$ cat src/ocpc_defs.vh
// shared constants of the optical mac command payload codec
`ifndef OCPC_DEFS_VH
`define OCPC_DEFS_VH
// ********************************************************************
// command kinds requested on the transmit side
// ********************************************************************
`define OCPC_KIND_TIMER    2'h0
`define OCPC_KIND_COLOUR   2'h1
`define OCPC_KIND_VISDIS   2'h2
// ********************************************************************
// octet counts on the wire, identifier octet included
// ********************************************************************
`define OCPC_LEN_TIMER     4'h7
`define OCPC_LEN_COLOUR    4'h9
`define OCPC_LEN_VISDIS    4'h2
`define OCPC_LEN_CAP_IE    4'hb
`define OCPC_LEN_WQI_IE    4'h3
// ********************************************************************
// payload octets after the identifier octet
// ********************************************************************
`define OCPC_BODY_TIMER    8'h06
`define OCPC_BODY_COLOUR   8'h08
`define OCPC_BODY_VISDIS   8'h01
// ********************************************************************
// information elements
// ********************************************************************
`define OCPC_IE_CAP        8'h01
`define OCPC_IE_WQI        8'h02
`define OCPC_CAP_INFO_LEN  8'h08
`define OCPC_CAP_PAY_LEN   8'h09
`define OCPC_WQI_PAY_LEN   8'h01
`define OCPC_USAGE_BIT     0
`define OCPC_FIFO_DEPTH    4
`endif

$ cat src/ocpc_codec.v
// coordinator-side builder and parser of command payloads
// Notes on behaviour
// [RL1] timer notice: id, 2-octet short address, 4-octet minimum update timer.
// [RL2] timer octets encoded exactly like the stored colour stab timer.
// [RL3] colour info: id, short address, three 2-octet levels, bands i j k.
// [RL4] band levels are linear, top code maximum, bottom code minimum.
// [RL5] band levels travel least significant octet first, rebuilt so.
// [RL6] device stops visibility frames after seeing usage bit zero.
// [RL7] device may resume visibility frames after usage bit one.
// [RL8] coordinator may clear usage bit to suppress interfering frames.
// [RL9] suppressed device may send out-of-band idle patterns instead.
// [RL10] visibility disable payload is one octet, bit 0 usage, rest reserved.
// [RL11] device sends usage bit one only while sending visibility frames.
// [RL12] element: one id octet, one length octet, then length octets.
// [RL13] elements are accepted in any order within a frame.
// [RL14] element id 0x01 is capabilities, 0x02 is wavelength quality.
// [RL15] elements follow the last field of the command format.
// [RL16] any command may carry several elements back to back.
// [RL17] capabilities payload: capability information then aggregation map.
// [RL18] capability information is 8 octets, bitmaps in whole octets.
// [RL19] device keeps a permission flag, reset permitted, set by usage bit.
// [RL20] unknown element ids are skipped by their length, parsing goes on.
`timescale 1ns/1ns
`include "ocpc_defs.vh"
module ocpc_codec #(
  parameter [7:0] CMD_ID_TIMER  = 8'h01,
  parameter [7:0] CMD_ID_COLOUR = 8'h02,
  parameter [7:0] CMD_ID_VISDIS = 8'h03,
  parameter       FIFO_DEPTH    = `OCPC_FIFO_DEPTH
) (
  input  wire        i_clk_sys,        // system clock, 250 MHz
  input  wire        i_reset_n,        // async reset, active low
  input  wire        i_clk_en,         // freezes all state when low
  input  wire        i_tx_start,       // start building a frame
  input  wire [1:0]  i_tx_kind,        // command kind
  input  wire        i_tx_add_cap,     // append capabilities element
  input  wire        i_tx_add_wqi,     // append wavelength quality element
  input  wire [15:0] i_tx_short_addr,  // short address field
  input  wire [31:0] i_tx_timer,       // colour stab timer attribute
  input  wire [15:0] i_tx_band_i,      // band i level
  input  wire [15:0] i_tx_band_j,      // band j level
  input  wire [15:0] i_tx_band_k,      // band k level
  input  wire        i_tx_allow_vis,   // wish to let device send frames
  input  wire        i_interference,   // visibility frames disturb link
  input  wire [63:0] i_tx_cap_info,    // capability information field
  input  wire [7:0]  i_tx_agg,         // aggregation bitmap octet
  input  wire [7:0]  i_tx_wqi,         // wavelength quality octet
  output wire        o_tx_start_ready, // builder idle
  output wire        o_tx_busy,        // frame being built
  output wire [7:0]  o_tx_data,        // outgoing octet
  output wire        o_tx_last,        // final octet of frame
  output wire        o_tx_valid,       // octet offered
  input  wire        i_tx_ready,       // link accepts octet
  input  wire [7:0]  i_rx_data,        // incoming octet
  input  wire        i_rx_valid,       // incoming octet valid
  input  wire        i_rx_last,        // final octet of frame
  output wire        o_rx_ready,       // parser accepts
  output reg         o_rx_timer_valid, // timer notice decoded
  output reg  [15:0] o_rx_short_addr,  // decoded short address
  output reg  [31:0] o_rx_timer,       // decoded timer field
  output reg         o_rx_colour_valid,// colour info decoded
  output reg  [15:0] o_rx_band_i,      // decoded band i
  output reg  [15:0] o_rx_band_j,      // decoded band j
  output reg  [15:0] o_rx_band_k,      // decoded band k
  output reg         o_rx_vis_valid,   // visibility disable decoded
  output reg         o_rx_usage_bit,   // peer usage bit, held
  output reg         o_rx_cap_valid,   // capability information decoded
  output reg  [63:0] o_rx_cap_info,    // decoded capability information
  output reg         o_rx_wqi_valid,   // wavelength quality decoded
  output reg  [7:0]  o_rx_wqi,         // first wavelength quality octet
  output reg         o_rx_ie_skipped,  // unknown element discarded
  output reg         o_rx_unknown_cmd, // unknown command id seen
  output reg         o_rx_frame_done,  // frame parsed cleanly
  output reg         o_rx_error        // frame ended inside a field
);
// ********************************************************************
// transmit sequencer
// ********************************************************************
  localparam [1:0] S_IDLE = 2'h0;
  localparam [1:0] S_CMD  = 2'h1;
  localparam [1:0] S_CAP  = 2'h2;
  localparam [1:0] S_WQI  = 2'h3;

  reg  [1:0]  t_state_reg;
  reg  [3:0]  t_idx_reg;
  reg  [1:0]  t_kind_reg;
  reg         t_cap_reg;
  reg         t_wqi_reg;
  reg  [15:0] t_addr_reg;
  reg  [31:0] t_timer_reg;
  reg  [47:0] t_bands_reg;
  reg         t_usage_reg;
  reg  [63:0] t_cap_info_reg;
  reg  [7:0]  t_agg_reg;
  reg  [7:0]  t_wqi_byte_reg;
  reg  [3:0]  sect_len;
  wire [7:0]  t_byte;
  wire        f_wr_ready;
  wire        push;
  wire        sect_end;
  wire        frame_end;
  wire [8:0]  f_rd_word;

  always @*
  begin
    case (t_state_reg)
      S_CMD:
      begin
        case (t_kind_reg)
          `OCPC_KIND_TIMER:  sect_len = `OCPC_LEN_TIMER;
          `OCPC_KIND_COLOUR: sect_len = `OCPC_LEN_COLOUR;
          default:           sect_len = `OCPC_LEN_VISDIS;
        endcase
      end
      S_CAP:   sect_len = `OCPC_LEN_CAP_IE;
      S_WQI:   sect_len = `OCPC_LEN_WQI_IE;
      default: sect_len = 4'h1;
    endcase
  end

  // the fifo's ready stalls the sequencer, so the link can back-pressure
  assign push      = i_clk_en & (t_state_reg != S_IDLE) & f_wr_ready;
  assign sect_end  = (t_idx_reg == sect_len - 4'h1);
  assign frame_end = sect_end &
                     ((t_state_reg == S_WQI) ||
                      (t_state_reg == S_CAP && !t_wqi_reg) ||
                      (t_state_reg == S_CMD && !t_cap_reg && !t_wqi_reg));
  assign o_tx_start_ready = (t_state_reg == S_IDLE);
  assign o_tx_busy        = (t_state_reg != S_IDLE);

  always @(posedge i_clk_sys or negedge i_reset_n)
  begin
    if (!i_reset_n)
    begin
      t_state_reg    <= S_IDLE;
      t_idx_reg      <= 4'h0;
      t_kind_reg     <= `OCPC_KIND_TIMER;
      t_cap_reg      <= 1'b0;
      t_wqi_reg      <= 1'b0;
      t_addr_reg     <= 16'h0000;
      t_timer_reg    <= 32'h0000_0000;
      t_bands_reg    <= 48'h0;
      t_usage_reg    <= 1'b1;
      t_cap_info_reg <= 64'h0;
      t_agg_reg      <= 8'h00;
      t_wqi_byte_reg <= 8'h00;
    end
    else if (i_clk_en)
    begin
      if (t_state_reg == S_IDLE && i_tx_start)
      begin
        t_state_reg    <= S_CMD;
        t_idx_reg      <= 4'h0;
        t_kind_reg     <= i_tx_kind;
        t_cap_reg      <= i_tx_add_cap;                       // [RL16]
        t_wqi_reg      <= i_tx_add_wqi;
        t_addr_reg     <= i_tx_short_addr;
        t_timer_reg    <= i_tx_timer;                          // [RL2]
        t_bands_reg    <= {i_tx_band_k, i_tx_band_j, i_tx_band_i};
        // interference forces the device off visibility frames
        t_usage_reg    <= i_tx_allow_vis & ~i_interference;    // [RL8]
        t_cap_info_reg <= i_tx_cap_info;
        t_agg_reg      <= i_tx_agg;
        t_wqi_byte_reg <= i_tx_wqi;
      end
      else if (push)
      begin
        if (!sect_end)
          t_idx_reg <= t_idx_reg + 4'h1;
        else
        begin
          t_idx_reg <= 4'h0;
          // elements only after the command's own last field
          case (t_state_reg)
            S_CMD:   t_state_reg <= t_cap_reg ? S_CAP :
                                    (t_wqi_reg ? S_WQI : S_IDLE); // [RL15]
            S_CAP:   t_state_reg <= t_wqi_reg ? S_WQI : S_IDLE;
            default: t_state_reg <= S_IDLE;
          endcase
        end
      end
    end
  end

  ocpc_tx_format #(
    .CMD_ID_TIMER  (CMD_ID_TIMER),
    .CMD_ID_COLOUR (CMD_ID_COLOUR),
    .CMD_ID_VISDIS (CMD_ID_VISDIS)
  ) u_format (
    .i_sect     (t_state_reg - 2'h1),
    .i_idx      (t_idx_reg),
    .i_kind     (t_kind_reg),
    .i_addr     (t_addr_reg),
    .i_timer    (t_timer_reg),
    .i_bands    (t_bands_reg),
    .i_usage    (t_usage_reg),
    .i_cap_info (t_cap_info_reg),
    .i_agg      (t_agg_reg),
    .i_wqi      (t_wqi_byte_reg),
    .o_byte     (t_byte)
  );

  ocpc_fifo #(
    .WIDTH (9),
    .DEPTH (FIFO_DEPTH),
    .AW    (2)
  ) u_fifo (
    .i_clk_sys  (i_clk_sys),
    .i_reset_n  (i_reset_n),
    .i_clk_en   (i_clk_en),
    .i_wr_data  ({frame_end, t_byte}),
    .i_wr_valid (push),
    .o_wr_ready (f_wr_ready),
    .o_rd_data  (f_rd_word),
    .o_rd_valid (o_tx_valid),
    .i_rd_ready (i_tx_ready)
  );

  assign o_tx_data = f_rd_word[7:0];
  assign o_tx_last = f_rd_word[8];

// ********************************************************************
// receive parser
// ********************************************************************
  localparam [2:0] P_CMD    = 3'h0;
  localparam [2:0] P_BODY   = 3'h1;
  localparam [2:0] P_IE_ID  = 3'h2;
  localparam [2:0] P_IE_LEN = 3'h3;
  localparam [2:0] P_IE_PAY = 3'h4;
  localparam [2:0] P_DROP   = 3'h5;

  reg  [2:0]  p_state_reg;
  reg  [1:0]  p_kind_reg;
  reg  [7:0]  p_body_len_reg;
  reg  [7:0]  p_cnt_reg;
  reg  [7:0]  p_ie_id_reg;
  reg  [7:0]  p_ie_len_reg;
  reg  [71:0] p_body_reg;
  reg  [63:0] p_cap_reg;
  wire        take;
  wire [71:0] body_sh;
  wire [63:0] cap_sh;
  wire [7:0]  cnt_inc;

  assign o_rx_ready = i_clk_en;
  assign take       = i_rx_valid & i_clk_en;
  // octets arrive low first, so shift each in at the top
  assign body_sh    = {i_rx_data, p_body_reg[71:8]};               // [RL5]
  assign cap_sh     = {i_rx_data, p_cap_reg[63:8]};
  assign cnt_inc    = p_cnt_reg + 8'h01;

  always @(posedge i_clk_sys or negedge i_reset_n)
  begin
    if (!i_reset_n)
    begin
      p_state_reg       <= P_CMD;
      p_kind_reg        <= `OCPC_KIND_TIMER;
      p_body_len_reg    <= 8'h00;
      p_cnt_reg         <= 8'h00;
      p_ie_id_reg       <= 8'h00;
      p_ie_len_reg      <= 8'h00;
      p_body_reg        <= 72'h0;
      p_cap_reg         <= 64'h0;
      o_rx_timer_valid  <= 1'b0;
      o_rx_short_addr   <= 16'h0000;
      o_rx_timer        <= 32'h0000_0000;
      o_rx_colour_valid <= 1'b0;
      o_rx_band_i       <= 16'h0000;
      o_rx_band_j       <= 16'h0000;
      o_rx_band_k       <= 16'h0000;
      o_rx_vis_valid    <= 1'b0;
      o_rx_usage_bit    <= 1'b1;
      o_rx_cap_valid    <= 1'b0;
      o_rx_cap_info     <= 64'h0;
      o_rx_wqi_valid    <= 1'b0;
      o_rx_wqi          <= 8'h00;
      o_rx_ie_skipped   <= 1'b0;
      o_rx_unknown_cmd  <= 1'b0;
      o_rx_frame_done   <= 1'b0;
      o_rx_error        <= 1'b0;
    end
    else if (i_clk_en)
    begin
      o_rx_timer_valid  <= 1'b0;
      o_rx_colour_valid <= 1'b0;
      o_rx_vis_valid    <= 1'b0;
      o_rx_cap_valid    <= 1'b0;
      o_rx_wqi_valid    <= 1'b0;
      o_rx_ie_skipped   <= 1'b0;
      o_rx_unknown_cmd  <= 1'b0;
      o_rx_frame_done   <= 1'b0;
      o_rx_error        <= 1'b0;
      if (take)
      begin
        case (p_state_reg)
          P_CMD:
          begin
            p_cnt_reg <= 8'h00;
            if (i_rx_data == CMD_ID_TIMER || i_rx_data == CMD_ID_COLOUR ||
                i_rx_data == CMD_ID_VISDIS)
            begin
              p_kind_reg     <= (i_rx_data == CMD_ID_TIMER) ?
                                `OCPC_KIND_TIMER :
                                (i_rx_data == CMD_ID_COLOUR) ?
                                `OCPC_KIND_COLOUR : `OCPC_KIND_VISDIS;
              p_body_len_reg <= (i_rx_data == CMD_ID_TIMER) ?
                                `OCPC_BODY_TIMER :
                                (i_rx_data == CMD_ID_COLOUR) ?
                                `OCPC_BODY_COLOUR : `OCPC_BODY_VISDIS;
              p_state_reg    <= i_rx_last ? P_CMD : P_BODY;
              o_rx_error     <= i_rx_last;
            end
            else
            begin
              // body layout unknown, so element boundaries cannot be found
              o_rx_unknown_cmd <= 1'b1;
              p_state_reg      <= i_rx_last ? P_CMD : P_DROP;
            end
          end
          P_BODY:
          begin
            p_body_reg <= body_sh;
            p_cnt_reg  <= cnt_inc;
            if (cnt_inc == p_body_len_reg)
            begin
              case (p_kind_reg)
                `OCPC_KIND_TIMER:
                begin
                  o_rx_short_addr  <= body_sh[39:24];              // [RL1]
                  o_rx_timer       <= body_sh[71:40];              // [RL2]
                  o_rx_timer_valid <= 1'b1;
                end
                `OCPC_KIND_COLOUR:
                begin
                  o_rx_short_addr   <= body_sh[23:8];              // [RL3]
                  o_rx_band_i       <= body_sh[39:24];             // [RL4]
                  o_rx_band_j       <= body_sh[55:40];
                  o_rx_band_k       <= body_sh[71:56];
                  o_rx_colour_valid <= 1'b1;
                end
                default:
                begin
                  // reserved bits are ignored on reception
                  o_rx_usage_bit <= body_sh[64 + `OCPC_USAGE_BIT]; // [RL11]
                  o_rx_vis_valid <= 1'b1;                          // [RL10]
                end
              endcase
              o_rx_frame_done <= i_rx_last;
              p_state_reg     <= i_rx_last ? P_CMD : P_IE_ID;      // [RL15]
            end
            else if (i_rx_last)
            begin
              o_rx_error  <= 1'b1;
              p_state_reg <= P_CMD;
            end
          end
          P_IE_ID:
          begin
            // any id may come in any position, no ordering is enforced
            p_ie_id_reg <= i_rx_data;                          // [RL13]
            o_rx_error  <= i_rx_last;
            p_state_reg <= i_rx_last ? P_CMD : P_IE_LEN;       // [RL12]
          end
          P_IE_LEN:
          begin
            p_ie_len_reg <= i_rx_data;
            p_cnt_reg    <= 8'h00;
            if (i_rx_data == 8'h00)
            begin
              o_rx_frame_done <= i_rx_last;
              p_state_reg     <= i_rx_last ? P_CMD : P_IE_ID;
            end
            else
            begin
              o_rx_error  <= i_rx_last;
              p_state_reg <= i_rx_last ? P_CMD : P_IE_PAY;
            end
          end
          P_IE_PAY:
          begin
            p_cnt_reg <= cnt_inc;
            if (p_ie_id_reg == `OCPC_IE_CAP &&
                p_cnt_reg < `OCPC_CAP_INFO_LEN)
            begin
              p_cap_reg <= cap_sh;                             // [RL17]
              if (cnt_inc == `OCPC_CAP_INFO_LEN)
              begin
                o_rx_cap_info  <= cap_sh;                      // [RL18]
                o_rx_cap_valid <= 1'b1;
              end
            end
            if (p_ie_id_reg == `OCPC_IE_WQI && p_cnt_reg == 8'h00)
            begin
              o_rx_wqi       <= i_rx_data;                     // [RL14]
              o_rx_wqi_valid <= 1'b1;
            end
            if (cnt_inc == p_ie_len_reg)
            begin
              o_rx_ie_skipped <= (p_ie_id_reg != `OCPC_IE_CAP) &&
                                 (p_ie_id_reg != `OCPC_IE_WQI); // [RL20]
              o_rx_frame_done <= i_rx_last;
              p_state_reg     <= i_rx_last ? P_CMD : P_IE_ID;  // [RL16]
            end
            else if (i_rx_last)
            begin
              o_rx_error  <= 1'b1;
              p_state_reg <= P_CMD;
            end
          end
          default:
          begin
            if (i_rx_last)
              p_state_reg <= P_CMD;
          end
        endcase
      end
    end
  end
endmodule // ocpc_codec

$ cat src/ocpc_fifo.v
// small synchronous fifo with valid/ready on both sides
`timescale 1ns/1ns
module ocpc_fifo #(
  parameter WIDTH = 9,
  parameter DEPTH = 4,
  parameter AW    = 2
) (
  input  wire             i_clk_sys,  // system clock
  input  wire             i_reset_n,  // async reset, active low
  input  wire             i_clk_en,   // freezes state when low
  input  wire [WIDTH-1:0] i_wr_data,  // word to store
  input  wire             i_wr_valid, // word offered
  output wire             o_wr_ready, // room left
  output reg  [WIDTH-1:0] o_rd_data,  // oldest word
  output wire             o_rd_valid, // word available
  input  wire             i_rd_ready  // drain side accepts
);
  reg [WIDTH-1:0] mem_reg [0:DEPTH-1];
  reg [AW-1:0]    wr_ptr_reg;
  reg [AW-1:0]    rd_ptr_reg;
  reg [AW:0]      count_reg;
  wire            do_wr;
  wire            do_rd;

  assign o_wr_ready = (count_reg != DEPTH[AW:0]);
  assign o_rd_valid = (count_reg != {(AW+1){1'b0}});
  assign do_wr      = i_clk_en & i_wr_valid & o_wr_ready;
  assign do_rd      = i_clk_en & o_rd_valid & i_rd_ready;

  always @*
  begin
    o_rd_data = mem_reg[rd_ptr_reg];
  end

  always @(posedge i_clk_sys)
  begin
    if (do_wr)
      mem_reg[wr_ptr_reg] <= i_wr_data;
  end

  always @(posedge i_clk_sys or negedge i_reset_n)
  begin
    if (!i_reset_n)
    begin
      wr_ptr_reg <= {AW{1'b0}};
      rd_ptr_reg <= {AW{1'b0}};
      count_reg  <= {(AW+1){1'b0}};
    end
    else
    begin
      if (do_wr)
        wr_ptr_reg <= (wr_ptr_reg == DEPTH[AW-1:0] - 1'b1) ?
                      {AW{1'b0}} : wr_ptr_reg + 1'b1;
      if (do_rd)
        rd_ptr_reg <= (rd_ptr_reg == DEPTH[AW-1:0] - 1'b1) ?
                      {AW{1'b0}} : rd_ptr_reg + 1'b1;
      if (do_wr & ~do_rd)
        count_reg <= count_reg + 1'b1;
      else if (do_rd & ~do_wr)
        count_reg <= count_reg - 1'b1;
    end
  end
endmodule // ocpc_fifo

$ cat src/ocpc_tx_format.v
// octet selector for outgoing command payloads and elements
`timescale 1ns/1ns
`include "ocpc_defs.vh"
module ocpc_tx_format #(
  parameter [7:0] CMD_ID_TIMER  = 8'h01,
  parameter [7:0] CMD_ID_COLOUR = 8'h02,
  parameter [7:0] CMD_ID_VISDIS = 8'h03
) (
  input  wire [1:0]  i_sect,      // 0 command, 1 cap element, 2 wqi
  input  wire [3:0]  i_idx,       // octet index within section
  input  wire [1:0]  i_kind,      // command kind
  input  wire [15:0] i_addr,      // short address
  input  wire [31:0] i_timer,     // colour stab timer attribute value
  input  wire [47:0] i_bands,     // {k, j, i} band levels
  input  wire        i_usage,     // visibility frame usage bit
  input  wire [63:0] i_cap_info,  // capability information field
  input  wire [7:0]  i_agg,       // aggregation bitmap, one octet
  input  wire [7:0]  i_wqi,       // wavelength quality octet
  output reg  [7:0]  o_byte       // selected octet
);
  reg [87:0] vec;

  // every multi-octet field goes out least significant octet first
  always @*
  begin
    vec = 88'h0;
    case (i_sect)
      2'h0:
      begin
        case (i_kind)
          `OCPC_KIND_TIMER:  vec = {32'h0, i_timer, i_addr,
                                    CMD_ID_TIMER};            // [RL1] [RL2]
          `OCPC_KIND_COLOUR: vec = {16'h0, i_bands, i_addr,
                                    CMD_ID_COLOUR};      // [RL3] [RL4] [RL5]
          default:           vec = {72'h0, 7'h00, i_usage,
                                    CMD_ID_VISDIS};           // [RL10]
        endcase
      end
      2'h1: vec = {i_agg, i_cap_info, `OCPC_CAP_PAY_LEN,
                   `OCPC_IE_CAP};                  // [RL12] [RL17] [RL18]
      2'h2: vec = {64'h0, i_wqi, `OCPC_WQI_PAY_LEN, `OCPC_IE_WQI}; // [RL14]
      default: vec = 88'h0;
    endcase
    o_byte = vec[{i_idx, 3'h0} +: 8];
  end
endmodule // ocpc_tx_format

$ cat config.mk
export PLATFORM = sky130hd
export DESIGN_NAME = ocpc_codec
export DESIGN_NICKNAME = d
export VERILOG_FILES = /design/src/ocpc_codec.v /design/src/ocpc_fifo.v /design/src/ocpc_tx_format.v
export VERILOG_INCLUDE_DIRS = /design/src /design/src/src
export SDC_FILE = /design/constraint.sdc
export NUM_CORES = 1
export LEC_CHECK = 0
export BUFFER_PORTS_ARGS = -buffer_cell sky130_fd_sc_hd__clkbuf_2
export CORE_MARGIN = 8
export CORE_UTILIZATION = 50
export CTS_CLUSTER_DIAMETER = 200
export DETAILED_ROUTE_END_ITERATION = 12
export PLACE_DENSITY = 0.72
export SLEW_MARGIN = 20
export SYNTH_ARGS = -nofsm -noshare
export SYNTH_HDL_FRONTEND = slang
export SYNTH_SLANG_ARGS = --single-unit
$ cat constraint.sdc
create_clock -name i_clk_sys -period 3.5 [get_ports i_clk_sys]
set_input_delay 0.175 -clock i_clk_sys [delete_from_list [all_inputs] [get_ports i_clk_sys]]
set_output_delay 0.175 -clock i_clk_sys [all_outputs]
set_load 0.02 [all_outputs]
==> flow_results.xml, run 1 <==
<?xml version="1.0" encoding="UTF-8"?>
<metrics>
  <group name="grt">
    <metric name="globalRoute.totalOverflow" unit="">0</metric>
    <metric name="grt_pass1_wl" unit="um">107000</metric>
    <metric name="pin_count_of_the_biggest_net_entering_global_routing" unit="">106</metric>
    <metric name="grt_pass1_vias" unit="">19000</metric>
    <metric name="groute.usage.overall" unit="">0.248</metric>
    <metric name="antenna_found_initial" unit="">3</metric>
  </group>
  <group name="sta">
    <metric name="grt_setup_unrepaired" unit="">no</metric>
    <metric name="final-hold-violation-count" unit="">0</metric>
    <metric name="slew_violations" unit="">0</metric>
    <metric name="final.setup.worst_slack" unit="ps">193</metric>
    <metric name="timing.final.setup_violations" unit="">0</metric>
    <metric name="tns" unit="ps">0</metric>
    <metric name="worst_slew_margin_relative_to_its_limit" unit="">0.394</metric>
    <metric name="fmaxAchievable" unit="GHz">0.302</metric>
    <metric name="finalCriticalPeriod" unit="ps">3310</metric>
    <metric name="finalClockSkew" unit="ps">18.1</metric>
    <metric name="final.period_utilization" unit="">0.945</metric>
    <metric name="max_slew.worst_pin.slew" unit="ps">909</metric>
  </group>
  <group name="cts">
    <metric name="clock_latency" unit="ps">590</metric>
    <metric name="number_of_buffers_created_by_cts" unit="">56</metric>
    <metric name="number_of_buffers_inserted_by_post_cts_setup_repair" unit="">0</metric>
    <metric name="clockRootBuffer" unit="">sky130_fd_sc_hd__clkbuf_16</metric>
    <metric name="cts.repair.resized" unit="">0</metric>
    <metric name="clock_tree_from_tritoncts" unit="">built</metric>
    <metric name="maximum_level_of_the_cts_h_tree" unit="">2</metric>
    <metric name="cts.clk_slew.worst_paths" unit="ps">60</metric>
    <metric name="ctsLongestPathBuffers" unit="">3</metric>
    <metric name="post_cts_hold_buffer_count" unit="">189</metric>
    <metric name="clock_sink_count" unit="">550</metric>
  </group>
  <group name="finish">
    <metric name="drive_gt1_frac" unit="">0.268</metric>
    <metric name="syn2layout_area_growth" unit="%">26.7</metric>
    <metric name="layout.cells.most_common_list" unit="">sky130_fd_sc_hd__nand2_1 (753), sky130_fd_sc_hd__dfrtp_1 (511), sky130_fd_sc_hd__clkbuf_2 (386)</metric>
    <metric name="final_area" unit="mm^2">0.0299</metric>
    <metric name="final_net_count" unit="">2884</metric>
    <metric name="layout.cells.most_common" unit="">sky130_fd_sc_hd__nand2_1</metric>
    <metric name="finalCoreUtilization" unit="">0.642</metric>
  </group>
  <group name="route">
    <metric name="detailedRoute.firstIterationViolations" unit="">1413</metric>
    <metric name="drt_drc_violations_left" unit="">0</metric>
    <metric name="avgRoutedWirePerCell" unit="um">20.5</metric>
    <metric name="route.vias.total" unit="">18200</metric>
    <metric name="final_antenna_net_count" unit="">0</metric>
    <metric name="drt-total-wl" unit="um">68100</metric>
    <metric name="detail_route.first_pass.iterations" unit="">6</metric>
    <metric name="viasPerCell" unit="">5.47</metric>
  </group>
  <group name="synthesis">
    <metric name="synth_cells" unit="">2125</metric>
    <metric name="synthesized_cell_area" unit="mm^2">0.0236</metric>
    <metric name="postSynth.topFlopCell" unit="">sky130_fd_sc_hd__dfrtp_1</metric>
    <metric name="yosys.cell_types.count" unit="">78</metric>
    <metric name="ys.warnings.count" unit="">0</metric>
    <metric name="syn_area_per_cell" unit="um^2">11.1</metric>
    <metric name="syn-num-nets" unit="">2340</metric>
    <metric name="synth_enable_flop_cells" unit="">36</metric>
    <metric name="synth_seq_cells" unit="">550</metric>
    <metric name="ys_seq_area_frac" unit="">0.590</metric>
    <metric name="synthArstFlopShare" unit="">0.935</metric>
  </group>
  <group name="setup_path">
    <metric name="crit_cells" unit="">8</metric>
    <metric name="timing_worst_setup_path_type" unit="">register to register</metric>
    <metric name="crit_family" unit="">simple AND/OR/NAND/NOR gates</metric>
    <metric name="worst_ep_required_time" unit="ps">3970</metric>
    <metric name="crit_arrival" unit="ps">3780</metric>
    <metric name="worst_r2r_endpoint" unit="">o_rx_timer[2]</metric>
    <metric name="startpoint_type" unit="">register</metric>
    <metric name="cpMaxStageDelayCell" unit="">sky130_fd_sc_hd__a2111o_1</metric>
    <metric name="timing.critical_path.slowest_cell_delay" unit="ps">530</metric>
    <metric name="crit_chain" unit="">inv_1 &gt; ha_1 &gt; or4b_1 &gt; o211ai_2 &gt; o311ai_2 &gt; a2111o_1 &gt; nor2_8 &gt; mux2_2</metric>
    <metric name="worstSetupStartpoint" unit="">p_cnt_reg[1]</metric>
    <metric name="r2r_slack" unit="ps">190</metric>
    <metric name="sum_of_buffers_and_inverters_on_the_critical_path" unit="">1</metric>
    <metric name="timing.reg2reg.worst_path_depth" unit="">8</metric>
    <metric name="endpoint_kind" unit="">register</metric>
    <metric name="timing.critical_path.fanout_max" unit="">33</metric>
    <metric name="capturing_element_of_the_worst_setup_path" unit="">o_rx_timer[2]</metric>
    <metric name="timing.rr.start" unit="">p_cnt_reg[1]</metric>
  </group>
  <group name="die">
    <metric name="number_of_top_level_design_ports" unit="">388</metric>
    <metric name="fp-row-count" unit="">79</metric>
    <metric name="core_area" unit="mm^2">0.0467</metric>
    <metric name="die_h" unit="um">233</metric>
    <metric name="start_util" unit="">0.507</metric>
    <metric name="horizontal_extent_of_the_die" unit="um">233</metric>
    <metric name="floorplan.die_area" unit="mm^2">0.0545</metric>
  </group>
  <group name="placed_design">
    <metric name="hpwl" unit="um">43700</metric>
    <metric name="worst_setup_timing_slack_at_the_placement_stage" unit="ps">219</metric>
    <metric name="area_of_placed_instances" unit="mm^2">0.0262</metric>
    <metric name="gp_routability_congestion" unit="">0.888</metric>
    <metric name="port-buffer-count" unit="">387</metric>
  </group>
  <group name="worst_hold_path">
    <metric name="worstHoldPathType" unit="">input port to register</metric>
  </group>
  <group name="pwr">
    <metric name="irDropWorstVdd" unit="V">0.000570</metric>
    <metric name="power-per-cell-area" unit="mW/mm^2">723</metric>
    <metric name="total_power" unit="uW">21700</metric>
    <metric name="total_leakage_power" unit="uW">0.0153</metric>
  </group>
  <group name="flow_run">
    <metric name="max_cap_violations" unit="">0</metric>
  </group>
  <group name="outcome">
    <metric name="outcome" unit="">finished clean</metric>
  </group>
</metrics>
==> power by group <==
group | switching, uW | internal [uW]
registers | 1400 | 8190
clock network | 2470 | 3450
logic | 3600 | 2540
==> metal layers <==
layer | GRT usage | routed length [um]
met1 | 0.322 | 28000
met2 | 0.421 | 33700
met3 | 0.0462 | 4310
met4 | 0.0802 | 2090
met5 | 0 | 0
==> how the worst min path moves through the flow <==
stage,from,to,cells past startpoint
5_1_grt,i_rx_data[4],p_body_reg[68],3
3_5_place_dp,i_reset_n,o_rx_timer[4],1
3_3_place_gp,i_reset_n,o_rx_timer[4],1
6_report,i_rx_data[7],p_body_reg[71],3
2_1_floorplan,i_reset_n,o_rx_band_i[0],0
4_1_cts,i_rx_data[1],p_body_reg[65],3
==> through the flow <==
stage / hold WS (ps) / std cells
final: 39.6 / 3323
after global routing: 30.7 / 3321
after CTS: 0.00810 / 3319
after detailed placement: 314 / 3029
after global placement: 298 / 3029
after floorplan: -121 / 2125
==> cells in the mapped netlist, types with 5 or more instances <==
cell / instances / share of area
sky130_fd_sc_hd__xnor2_1: 13 / 0.0048
sky130_fd_sc_hd__a22oi_1: 16 / 0.0051
sky130_fd_sc_hd__a211oi_1: 6 / 0.0019
sky130_fd_sc_hd__a221oi_1: 24 / 0.0089
sky130_fd_sc_hd__and3_1: 8 / 0.0021
sky130_fd_sc_hd__o31ai_1: 5 / 0.0016
sky130_fd_sc_hd__inv_1: 22 / 0.0035
sky130_fd_sc_hd__nor2b_1: 13 / 0.0034
sky130_fd_sc_hd__clkbuf_1: 90 / 0.014
sky130_fd_sc_hd__a211o_1: 7 / 0.0026
sky130_fd_sc_hd__a21o_1: 9 / 0.0029
sky130_fd_sc_hd__a22o_1: 5 / 0.0019
sky130_fd_sc_hd__buf_2: 16 / 0.0034
sky130_fd_sc_hd__mux2i_1: 31 / 0.013
sky130_fd_sc_hd__a21oi_1: 26 / 0.0055
sky130_fd_sc_hd__nor2_1: 29 / 0.0046
sky130_fd_sc_hd__mux4_2: 17 / 0.016
sky130_fd_sc_hd__a21boi_0: 8 / 0.0025
sky130_fd_sc_hd__xor2_1: 6 / 0.0022
sky130_fd_sc_hd__nand2b_1: 10 / 0.0026
sky130_fd_sc_hd__ha_1: 17 / 0.0090
sky130_fd_sc_hd__edfxtp_1: 36 / 0.046
sky130_fd_sc_hd__nand2_1: 754 / 0.12
sky130_fd_sc_hd__mux2_4: 9 / 0.0057
sky130_fd_sc_hd__nor3_1: 6 / 0.0013
sky130_fd_sc_hd__and2_1: 6 / 0.0016
sky130_fd_sc_hd__nand3_1: 10 / 0.0021
sky130_fd_sc_hd__o21ai_0: 69 / 0.015
sky130_fd_sc_hd__o211ai_1: 7 / 0.0022
sky130_fd_sc_hd__buf_1: 9 / 0.0014
sky130_fd_sc_hd__mux2_2: 168 / 0.080
sky130_fd_sc_hd__mux2_1: 78 / 0.037
sky130_fd_sc_hd__buf_6: 9 / 0.0043
sky130_fd_sc_hd__dfrtp_1: 512 / 0.54
==> logic make-up after synthesis <==
logic type               after synthesis  share of synthesized area
XOR/XNOR                              20                    0.00799
AND/OR/NAND/NOR                      866                      0.149
AO/OA/AOI/OAI                        218                     0.0635
flip-flops                           550                      0.590
buffers and inverters                150                     0.0280
adder cells (fa/ha/maj)               18                    0.00984
multiplexers                         303                      0.152
==> worst min-delay path: cells and delay by family <==
| kind | cells | cell delay (ps) |
|---|---|---|
| AND/OR/NAND/NOR | 2 | 170 |
| buffers and inverters | 1 | 240 |
==> area by class of cell <==
class | instances | area, um^2
Inverter | 23 | 86.3
Timing Repair Buffer | 613 | 4240
Clock inverter | 22 | 196
Tap cell | 607 | 759
Multi-Input combinational cell | 1425 | 9070
Sequential cell | 550 | 13900
Fill cell | 3474 | 16700
Clock buffer | 79 | 1630
Antenna cell | 4 | 10.0
No activity file was read; power rests on OpenSTA's default activity.
==> run 2: changes to the inputs <==
==> constraint.sdc (replaced) <==
create_clock -name i_clk_sys -period 3.5 [get_ports i_clk_sys]
set_input_delay 0.35 -clock i_clk_sys [delete_from_list [all_inputs] [get_ports i_clk_sys]]
set_output_delay 0.35 -clock i_clk_sys [all_outputs]
set_load 0.02 [all_outputs]
==> flow_results.xml, run 2 (synthesis results as in run 1) <==
<?xml version="1.0" encoding="UTF-8"?>
<metrics>
  <group name="finish">
    <metric name="post_route_insts_no_fill" unit="">3318</metric>
    <metric name="layout.cells.most_common" unit="">sky130_fd_sc_hd__nand2_1</metric>
    <metric name="final_area" unit="mm^2">0.0301</metric>
    <metric name="drive_gt1_frac" unit="">0.271</metric>
    <metric name="final_net_count" unit="">2879</metric>
    <metric name="finalCoreUtilization" unit="">0.644</metric>
    <metric name="layout.cells.most_common_list" unit="">sky130_fd_sc_hd__nand2_1 (753), sky130_fd_sc_hd__dfrtp_1 (511), sky130_fd_sc_hd__clkbuf_2 (386)</metric>
    <metric name="syn2layout_area_growth" unit="%">27.2</metric>
  </group>
  <group name="pwr">
    <metric name="comb_power_share" unit="">0.277</metric>
    <metric name="p_clk_frac" unit="">0.292</metric>
    <metric name="total_leakage_power" unit="uW">0.0154</metric>
    <metric name="power-per-cell-area" unit="mW/mm^2">741</metric>
    <metric name="power.share.switching" unit="">0.340</metric>
    <metric name="p_int" unit="uW">14700</metric>
    <metric name="psw" unit="uW">7580</metric>
    <metric name="seqPwrFrac" unit="">0.432</metric>
    <metric name="irDropWorstVdd" unit="V">0.000562</metric>
  </group>
  <group name="grt">
    <metric name="pin_count_of_the_biggest_net_entering_global_routing" unit="">108</metric>
    <metric name="busiest_layer_in_global_routing" unit="">met2</metric>
    <metric name="global_route.usage.met3" unit="">0.0477</metric>
    <metric name="grt_pass1_wl" unit="um">107000</metric>
    <metric name="gr-usage-met2" unit="">0.413</metric>
    <metric name="antenna_found_initial" unit="">2</metric>
    <metric name="met1_usage" unit="">0.317</metric>
    <metric name="grt_pass1_vias" unit="">19000</metric>
    <metric name="globalRoute.totalOverflow" unit="">0</metric>
    <metric name="groute.usage.overall" unit="">0.247</metric>
  </group>
  <group name="sta">
    <metric name="worst_slew_margin_relative_to_its_limit" unit="">0.204</metric>
    <metric name="grt_setup_unrepaired" unit="">no</metric>
    <metric name="finalCriticalPeriod" unit="ps">3300</metric>
    <metric name="final-hold-violation-count" unit="">0</metric>
    <metric name="final.period_utilization" unit="">0.944</metric>
    <metric name="fmaxAchievable" unit="GHz">0.303</metric>
    <metric name="finalClockSkew" unit="ps">11.2</metric>
    <metric name="tns" unit="ps">0</metric>
    <metric name="max_slew.worst_pin.slew" unit="ps">1180</metric>
    <metric name="timing.final.setup_violations" unit="">0</metric>
    <metric name="slew_violations" unit="">0</metric>
  </group>
  <group name="flow_run">
    <metric name="max_cap_violations" unit="">0</metric>
  </group>
  <group name="cts">
    <metric name="number_of_buffers_created_by_cts" unit="">56</metric>
    <metric name="clockRootBuffer" unit="">sky130_fd_sc_hd__clkbuf_16</metric>
    <metric name="number_of_buffers_inserted_by_post_cts_setup_repair" unit="">0</metric>
    <metric name="clock_tree_from_tritoncts" unit="">built</metric>
    <metric name="ctsLongestPathBuffers" unit="">3</metric>
    <metric name="cts.clk_slew.worst_paths" unit="ps">60</metric>
    <metric name="clock_latency" unit="ps">600</metric>
    <metric name="clock_sink_count" unit="">550</metric>
    <metric name="maximum_level_of_the_cts_h_tree" unit="">2</metric>
  </group>
  <group name="setup_path">
    <metric name="timing.critical_path.fanout_max" unit="">33</metric>
    <metric name="endpoint_kind" unit="">register</metric>
    <metric name="cpMaxStageDelayCell" unit="">sky130_fd_sc_hd__a2111o_1</metric>
    <metric name="r2r_slack" unit="ps">200</metric>
    <metric name="timing.critical_path.slowest_cell_delay" unit="ps">540</metric>
    <metric name="crit_arrival" unit="ps">3780</metric>
    <metric name="crit_chain" unit="">inv_1 &gt; ha_1 &gt; or4b_1 &gt; o211ai_2 &gt; o311ai_2 &gt; a2111o_1 &gt; nor2_8 &gt; mux2_1</metric>
    <metric name="timing_worst_setup_path_type" unit="">register to register</metric>
    <metric name="crit_family" unit="">simple AND/OR/NAND/NOR gates</metric>
    <metric name="startpoint_type" unit="">register</metric>
    <metric name="sum_of_buffers_and_inverters_on_the_critical_path" unit="">1</metric>
    <metric name="worst_ep_required_time" unit="ps">3970</metric>
  </group>
  <group name="placed_design">
    <metric name="gp_routability_congestion" unit="">0.898</metric>
    <metric name="area_of_placed_instances" unit="mm^2">0.0262</metric>
    <metric name="port-buffer-count" unit="">387</metric>
    <metric name="hpwl" unit="um">43900</metric>
    <metric name="dpl.cell_count" unit="">3034</metric>
  </group>
  <group name="outcome">
    <metric name="outcome" unit="">finished clean</metric>
  </group>
  <group name="die">
    <metric name="core_area" unit="mm^2">0.0467</metric>
    <metric name="die_h" unit="um">233</metric>
    <metric name="horizontal_extent_of_the_die" unit="um">233</metric>
    <metric name="number_of_top_level_design_ports" unit="">388</metric>
    <metric name="fp-row-count" unit="">79</metric>
    <metric name="floorplan.die_area" unit="mm^2">0.0545</metric>
    <metric name="start_util" unit="">0.507</metric>
  </group>
  <group name="route">
    <metric name="route.vias.total" unit="">18300</metric>
    <metric name="detailedRoute.firstIterationViolations" unit="">1507</metric>
    <metric name="avgRoutedWirePerCell" unit="um">20.4</metric>
    <metric name="viasPerCell" unit="">5.51</metric>
    <metric name="drt-total-wl" unit="um">67600</metric>
    <metric name="detail_route.first_pass.iterations" unit="">6</metric>
    <metric name="drt_drc_violations_left" unit="">0</metric>
    <metric name="final_antenna_net_count" unit="">0</metric>
  </group>
  <group name="worst_hold_path">
    <metric name="worstHoldPathType" unit="">input port to register</metric>
  </group>
</metrics>
-- run 2: cell types whose count changed in the layout (fill, tap and decap cells not counted), sizes merged, moves of 2 or more --
cell         previous run  this run
bufinv                  3        10
diode                   4         2
dlygate4sd3           189       179
buf                    38        43
clkbuf                465       462
-- run 2: final cells by class --
cell class / instances / area, um^2
well taps: 607 / 759
repair buffers: 608 / 4180
clock inverters: 27 / 404
flip-flops and latches: 550 / 13900
fillers: 3452 / 16600
inverters: 23 / 86.3
multi-input cells: 1425 / 9070
diodes: 2 / 5.00
clock buffers: 76 / 1610
-- run 2: final timing paths --
check | start | to | cells after the start
setup / recovery | p_cnt_reg[1] | o_rx_timer[9] | 8
hold / removal | i_tx_cap_info[13] | t_cap_info_reg[13] | 3
setup reg to reg | p_cnt_reg[1] | o_rx_timer[9] | 8
hold reg to reg | t_bands_reg[37] | t_bands_reg[37] | 2
max in group asynchronous | i_reset_n | t_usage_reg | 3
min in group asynchronous | i_reset_n | o_rx_band_j[4] | 2
-- run 2: worst register-to-register path, delay by kind of cell, from the launching register on --
family                   cells  cell delay (ps)
buffers and inverters        1               70
multiplexers                 1              420
adder cells (fa/ha/maj)      1              360
AO/OA/AOI/OAI                3              820
AND/OR/NAND/NOR              2             1030
flip-flops                   1              490
-- run 2: power by group through the flow --
stage | Clock [uW] | Combinational (uW) | Sequential (uW)
3_3_place_gp | 0 | 5670 | 9570
4_1_cts | 6580 | 6080 | 9560
5_1_grt | 6870 | 6810 | 9820
3_5_place_dp | 0 | 5860 | 9660
2_1_floorplan | 0 | 4010 | 9310
6_report | 6490 | 6160 | 9610
-- run 2: what timing repair did --
| action | 4_1_cts | 5_1_grt |
|---|---|---|
| setup endpoints to repair | 0 | 0 |
| resized for setup | 0 | 0 |
| hold buffers | 178 | 1 |
| hold endpoints to repair | 273 | 1 |
-- run 2: per-layer routing --
metal  routed length (um)  part of all wire
met5                    0                 0
met1                27400              0.40
met2                33100              0.49
met4                 2560             0.038
met3                 4630             0.068
-- run 2: stage by stage --
stage               worst slack (ps)  hold WS [ps]  power, uW
floorplan                        552          54.4      13300
global placement                 278           454      15200
detailed placement               217           459      15500
CTS                              196         0.671      22200
global route                    20.9          7.01      23500
finish                           196          26.4      22300
==> run 3: changes to the inputs <==
==> constraint.sdc (replaced) <==
create_clock -name i_clk_sys -period 3.5 [get_ports i_clk_sys]
set_input_delay 0.875 -clock i_clk_sys [delete_from_list [all_inputs] [get_ports i_clk_sys]]
set_output_delay 0.875 -clock i_clk_sys [all_outputs]
set_load 0.02 [all_outputs]
==> flow_results.xml, run 3 (synthesis results as in run 1) <==
<?xml version="1.0" encoding="UTF-8"?>
<metrics>
  <group name="pwr">
    <metric name="p_int" unit="uW">14400</metric>
    <metric name="p_clk_frac" unit="">0.288</metric>
    <metric name="total_leakage_power" unit="uW">0.0146</metric>
    <metric name="power-per-cell-area" unit="mW/mm^2">771</metric>
    <metric name="psw" unit="uW">7380</metric>
    <metric name="irDropWorstVdd" unit="V">0.000415</metric>
    <metric name="seqPwrFrac" unit="">0.442</metric>
    <metric name="comb_power_share" unit="">0.270</metric>
    <metric name="power.share.switching" unit="">0.340</metric>
  </group>
  <group name="setup_path">
    <metric name="crit_family" unit="">compound AO/OA/AOI/OAI gates</metric>
    <metric name="worst_ep_required_time" unit="ps">3970</metric>
    <metric name="cpMaxStageDelayCell" unit="">sky130_fd_sc_hd__or4b_1</metric>
    <metric name="timing.rr.start" unit="">p_cnt_reg[1]</metric>
    <metric name="crit_chain" unit="">inv_1 &gt; ha_1 &gt; or4b_1 &gt; o211ai_2 &gt; o311ai_2 &gt; a211oi_4 &gt; nand3_2 &gt; buf_4 &gt; mux2_2</metric>
    <metric name="worst_r2r_endpoint" unit="">o_rx_band_i[5]</metric>
    <metric name="timing_worst_setup_path_type" unit="">register to register</metric>
    <metric name="r2r_slack" unit="ps">340</metric>
    <metric name="timing.reg2reg.worst_path_depth" unit="">9</metric>
    <metric name="timing.critical_path.slowest_cell_delay" unit="ps">520</metric>
    <metric name="crit_arrival" unit="ps">3630</metric>
    <metric name="startpoint_type" unit="">register</metric>
    <metric name="timing.critical_path.fanout_max" unit="">49</metric>
    <metric name="sum_of_buffers_and_inverters_on_the_critical_path" unit="">2</metric>
    <metric name="endpoint_kind" unit="">register</metric>
  </group>
  <group name="cts">
    <metric name="post_cts_hold_buffer_count" unit="">0</metric>
    <metric name="clockRootBuffer" unit="">sky130_fd_sc_hd__clkbuf_16</metric>
    <metric name="clock_latency" unit="ps">600</metric>
    <metric name="cts.clk_slew.worst_paths" unit="ps">60</metric>
    <metric name="cts.repair.resized" unit="">0</metric>
    <metric name="number_of_buffers_created_by_cts" unit="">56</metric>
    <metric name="clock_sink_count" unit="">550</metric>
    <metric name="number_of_buffers_inserted_by_post_cts_setup_repair" unit="">0</metric>
    <metric name="clock_tree_from_tritoncts" unit="">built</metric>
    <metric name="maximum_level_of_the_cts_h_tree" unit="">2</metric>
    <metric name="ctsLongestPathBuffers" unit="">3</metric>
  </group>
  <group name="sta">
    <metric name="max_slew.worst_pin.slew" unit="ps">878</metric>
    <metric name="final.setup.worst_slack" unit="ps">340</metric>
    <metric name="slew_violations" unit="">0</metric>
    <metric name="grt_setup_unrepaired" unit="">no</metric>
    <metric name="timing.final.setup_violations" unit="">0</metric>
    <metric name="final-hold-violation-count" unit="">0</metric>
    <metric name="final.period_utilization" unit="">0.903</metric>
    <metric name="finalCriticalPeriod" unit="ps">3160</metric>
    <metric name="fmaxAchievable" unit="GHz">0.316</metric>
    <metric name="finalClockSkew" unit="ps">14.1</metric>
    <metric name="worst_slew_margin_relative_to_its_limit" unit="">0.414</metric>
    <metric name="tns" unit="ps">0</metric>
  </group>
  <group name="grt">
    <metric name="met1_usage" unit="">0.298</metric>
    <metric name="antenna_found_initial" unit="">1</metric>
    <metric name="grt_pass1_wl" unit="um">98000</metric>
    <metric name="pin_count_of_the_biggest_net_entering_global_routing" unit="">122</metric>
    <metric name="globalRoute.totalOverflow" unit="">0</metric>
    <metric name="gr-usage-met2" unit="">0.371</metric>
    <metric name="grt_pass1_vias" unit="">17600</metric>
    <metric name="groute.usage.overall" unit="">0.226</metric>
    <metric name="global_route.usage.met3" unit="">0.0402</metric>
    <metric name="busiest_layer_in_global_routing" unit="">met2</metric>
  </group>
  <group name="outcome">
    <metric name="outcome" unit="">finished clean</metric>
  </group>
  <group name="finish">
    <metric name="drive_gt1_frac" unit="">0.291</metric>
    <metric name="syn2layout_area_growth" unit="%">19.3</metric>
    <metric name="layout.cells.most_common_list" unit="">sky130_fd_sc_hd__nand2_1 (753), sky130_fd_sc_hd__dfrtp_1 (510), sky130_fd_sc_hd__clkbuf_2 (386)</metric>
    <metric name="final_net_count" unit="">2701</metric>
    <metric name="layout.cells.most_common" unit="">sky130_fd_sc_hd__nand2_1</metric>
    <metric name="final_area" unit="mm^2">0.0282</metric>
  </group>
  <group name="route">
    <metric name="final_antenna_net_count" unit="">0</metric>
    <metric name="route.vias.total" unit="">17200</metric>
    <metric name="drt-total-wl" unit="um">62300</metric>
    <metric name="detailedRoute.firstIterationViolations" unit="">1451</metric>
    <metric name="drt_drc_violations_left" unit="">0</metric>
    <metric name="viasPerCell" unit="">5.48</metric>
    <metric name="avgRoutedWirePerCell" unit="um">19.8</metric>
    <metric name="detail_route.first_pass.iterations" unit="">7</metric>
  </group>
  <group name="die">
    <metric name="number_of_top_level_design_ports" unit="">388</metric>
    <metric name="horizontal_extent_of_the_die" unit="um">233</metric>
    <metric name="start_util" unit="">0.507</metric>
    <metric name="floorplan.die_area" unit="mm^2">0.0545</metric>
    <metric name="fp-row-count" unit="">79</metric>
    <metric name="die_h" unit="um">233</metric>
    <metric name="core_area" unit="mm^2">0.0467</metric>
  </group>
  <group name="placed_design">
    <metric name="gp_routability_congestion" unit="">0.920</metric>
    <metric name="area_of_placed_instances" unit="mm^2">0.0263</metric>
    <metric name="port-buffer-count" unit="">387</metric>
    <metric name="hpwl" unit="um">44100</metric>
    <metric name="worst_setup_timing_slack_at_the_placement_stage" unit="ps">158</metric>
  </group>
  <group name="flow_run">
    <metric name="max_cap_violations" unit="">0</metric>
  </group>
  <group name="worst_hold_path">
    <metric name="worstHoldPathType" unit="">input port to async pin</metric>
  </group>
</metrics>
-- run 3: changes by cell type in the layout (fill, tap and decap cells not counted), moves of 2 or more --
cell                            change
sky130_fd_sc_hd__clkbuf_16          -2
sky130_fd_sc_hd__clkinv_2           +2
sky130_fd_sc_hd__clkbuf_8           +2
sky130_fd_sc_hd__inv_4              +2
sky130_fd_sc_hd__bufinv_16          -2
sky130_fd_sc_hd__dlygate4sd3_1    -179
sky130_fd_sc_hd__clkbuf_1           +4
sky130_fd_sc_hd__clkinv_4           -3
sky130_fd_sc_hd__clkinv_1           -3
-- run 3: power by group through the flow --
stage / Clock (uW) / Combinational [uW] / Sequential, uW
after floorplan: 0 / 4010 / 9310
after global placement: 0 / 5670 / 9570
after detailed placement: 0 / 5840 / 9670
after CTS: 6390 / 5890 / 9580
after global routing: 6640 / 6500 / 9810
final: 6270 / 5870 / 9600
-- run 3: cell type report --
cell class	instances	area, um^2
fill	3715	18400
antenna	1	2.50
tap	607	759
inverter	23	86.3
multi-input combinational	1425	9060
sequential	550	13900
timing repair buffer	430	2410
clock inverter	24	337
clock buffer	80	1600
-- run 3: per-stage QoR --
step	power [uW]	hold WS, ps	utilization	instances
finish	21700	245	0.605	3140
global route	23000	279	0.605	3139
detailed placement	15500	459	0.563	3035
CTS	21900	252	0.605	3139
floorplan	13300	438	-	2125
global placement	15200	454	0.563	3035
-- run 3: worst register-to-register path, stage by stage, from the launching register on --
cell	delay, ps
sky130_fd_sc_hd__dfrtp_1	480
sky130_fd_sc_hd__inv_1	70
sky130_fd_sc_hd__ha_1	380
sky130_fd_sc_hd__or4b_1	520
sky130_fd_sc_hd__o211ai_2	100
sky130_fd_sc_hd__o311ai_2	160
sky130_fd_sc_hd__a211oi_4	440
sky130_fd_sc_hd__nand3_2	100
sky130_fd_sc_hd__buf_4	350
sky130_fd_sc_hd__mux2_2	450
-- run 3: worst max-delay path by stage --
stage              startpoint  depth (start not counted)           endpoint
2_1_floorplan  t_state_reg[0]                         13     t_state_reg[0]
3_3_place_gp         i_clk_en                          7  o_rx_cap_info[35]
3_5_place_dp         i_clk_en                          7  o_rx_cap_info[38]
4_1_cts        t_state_reg[0]                         11     t_state_reg[0]
5_1_grt        t_state_reg[0]                         11     t_state_reg[0]
6_report         p_cnt_reg[1]                          9     o_rx_band_i[5]
-- run 3: routing by layer --
layer,part of all wire,wire [um]
met2,0.48,30100
met1,0.42,26300
met4,0.034,2110
met3,0.060,3730
met5,0,0
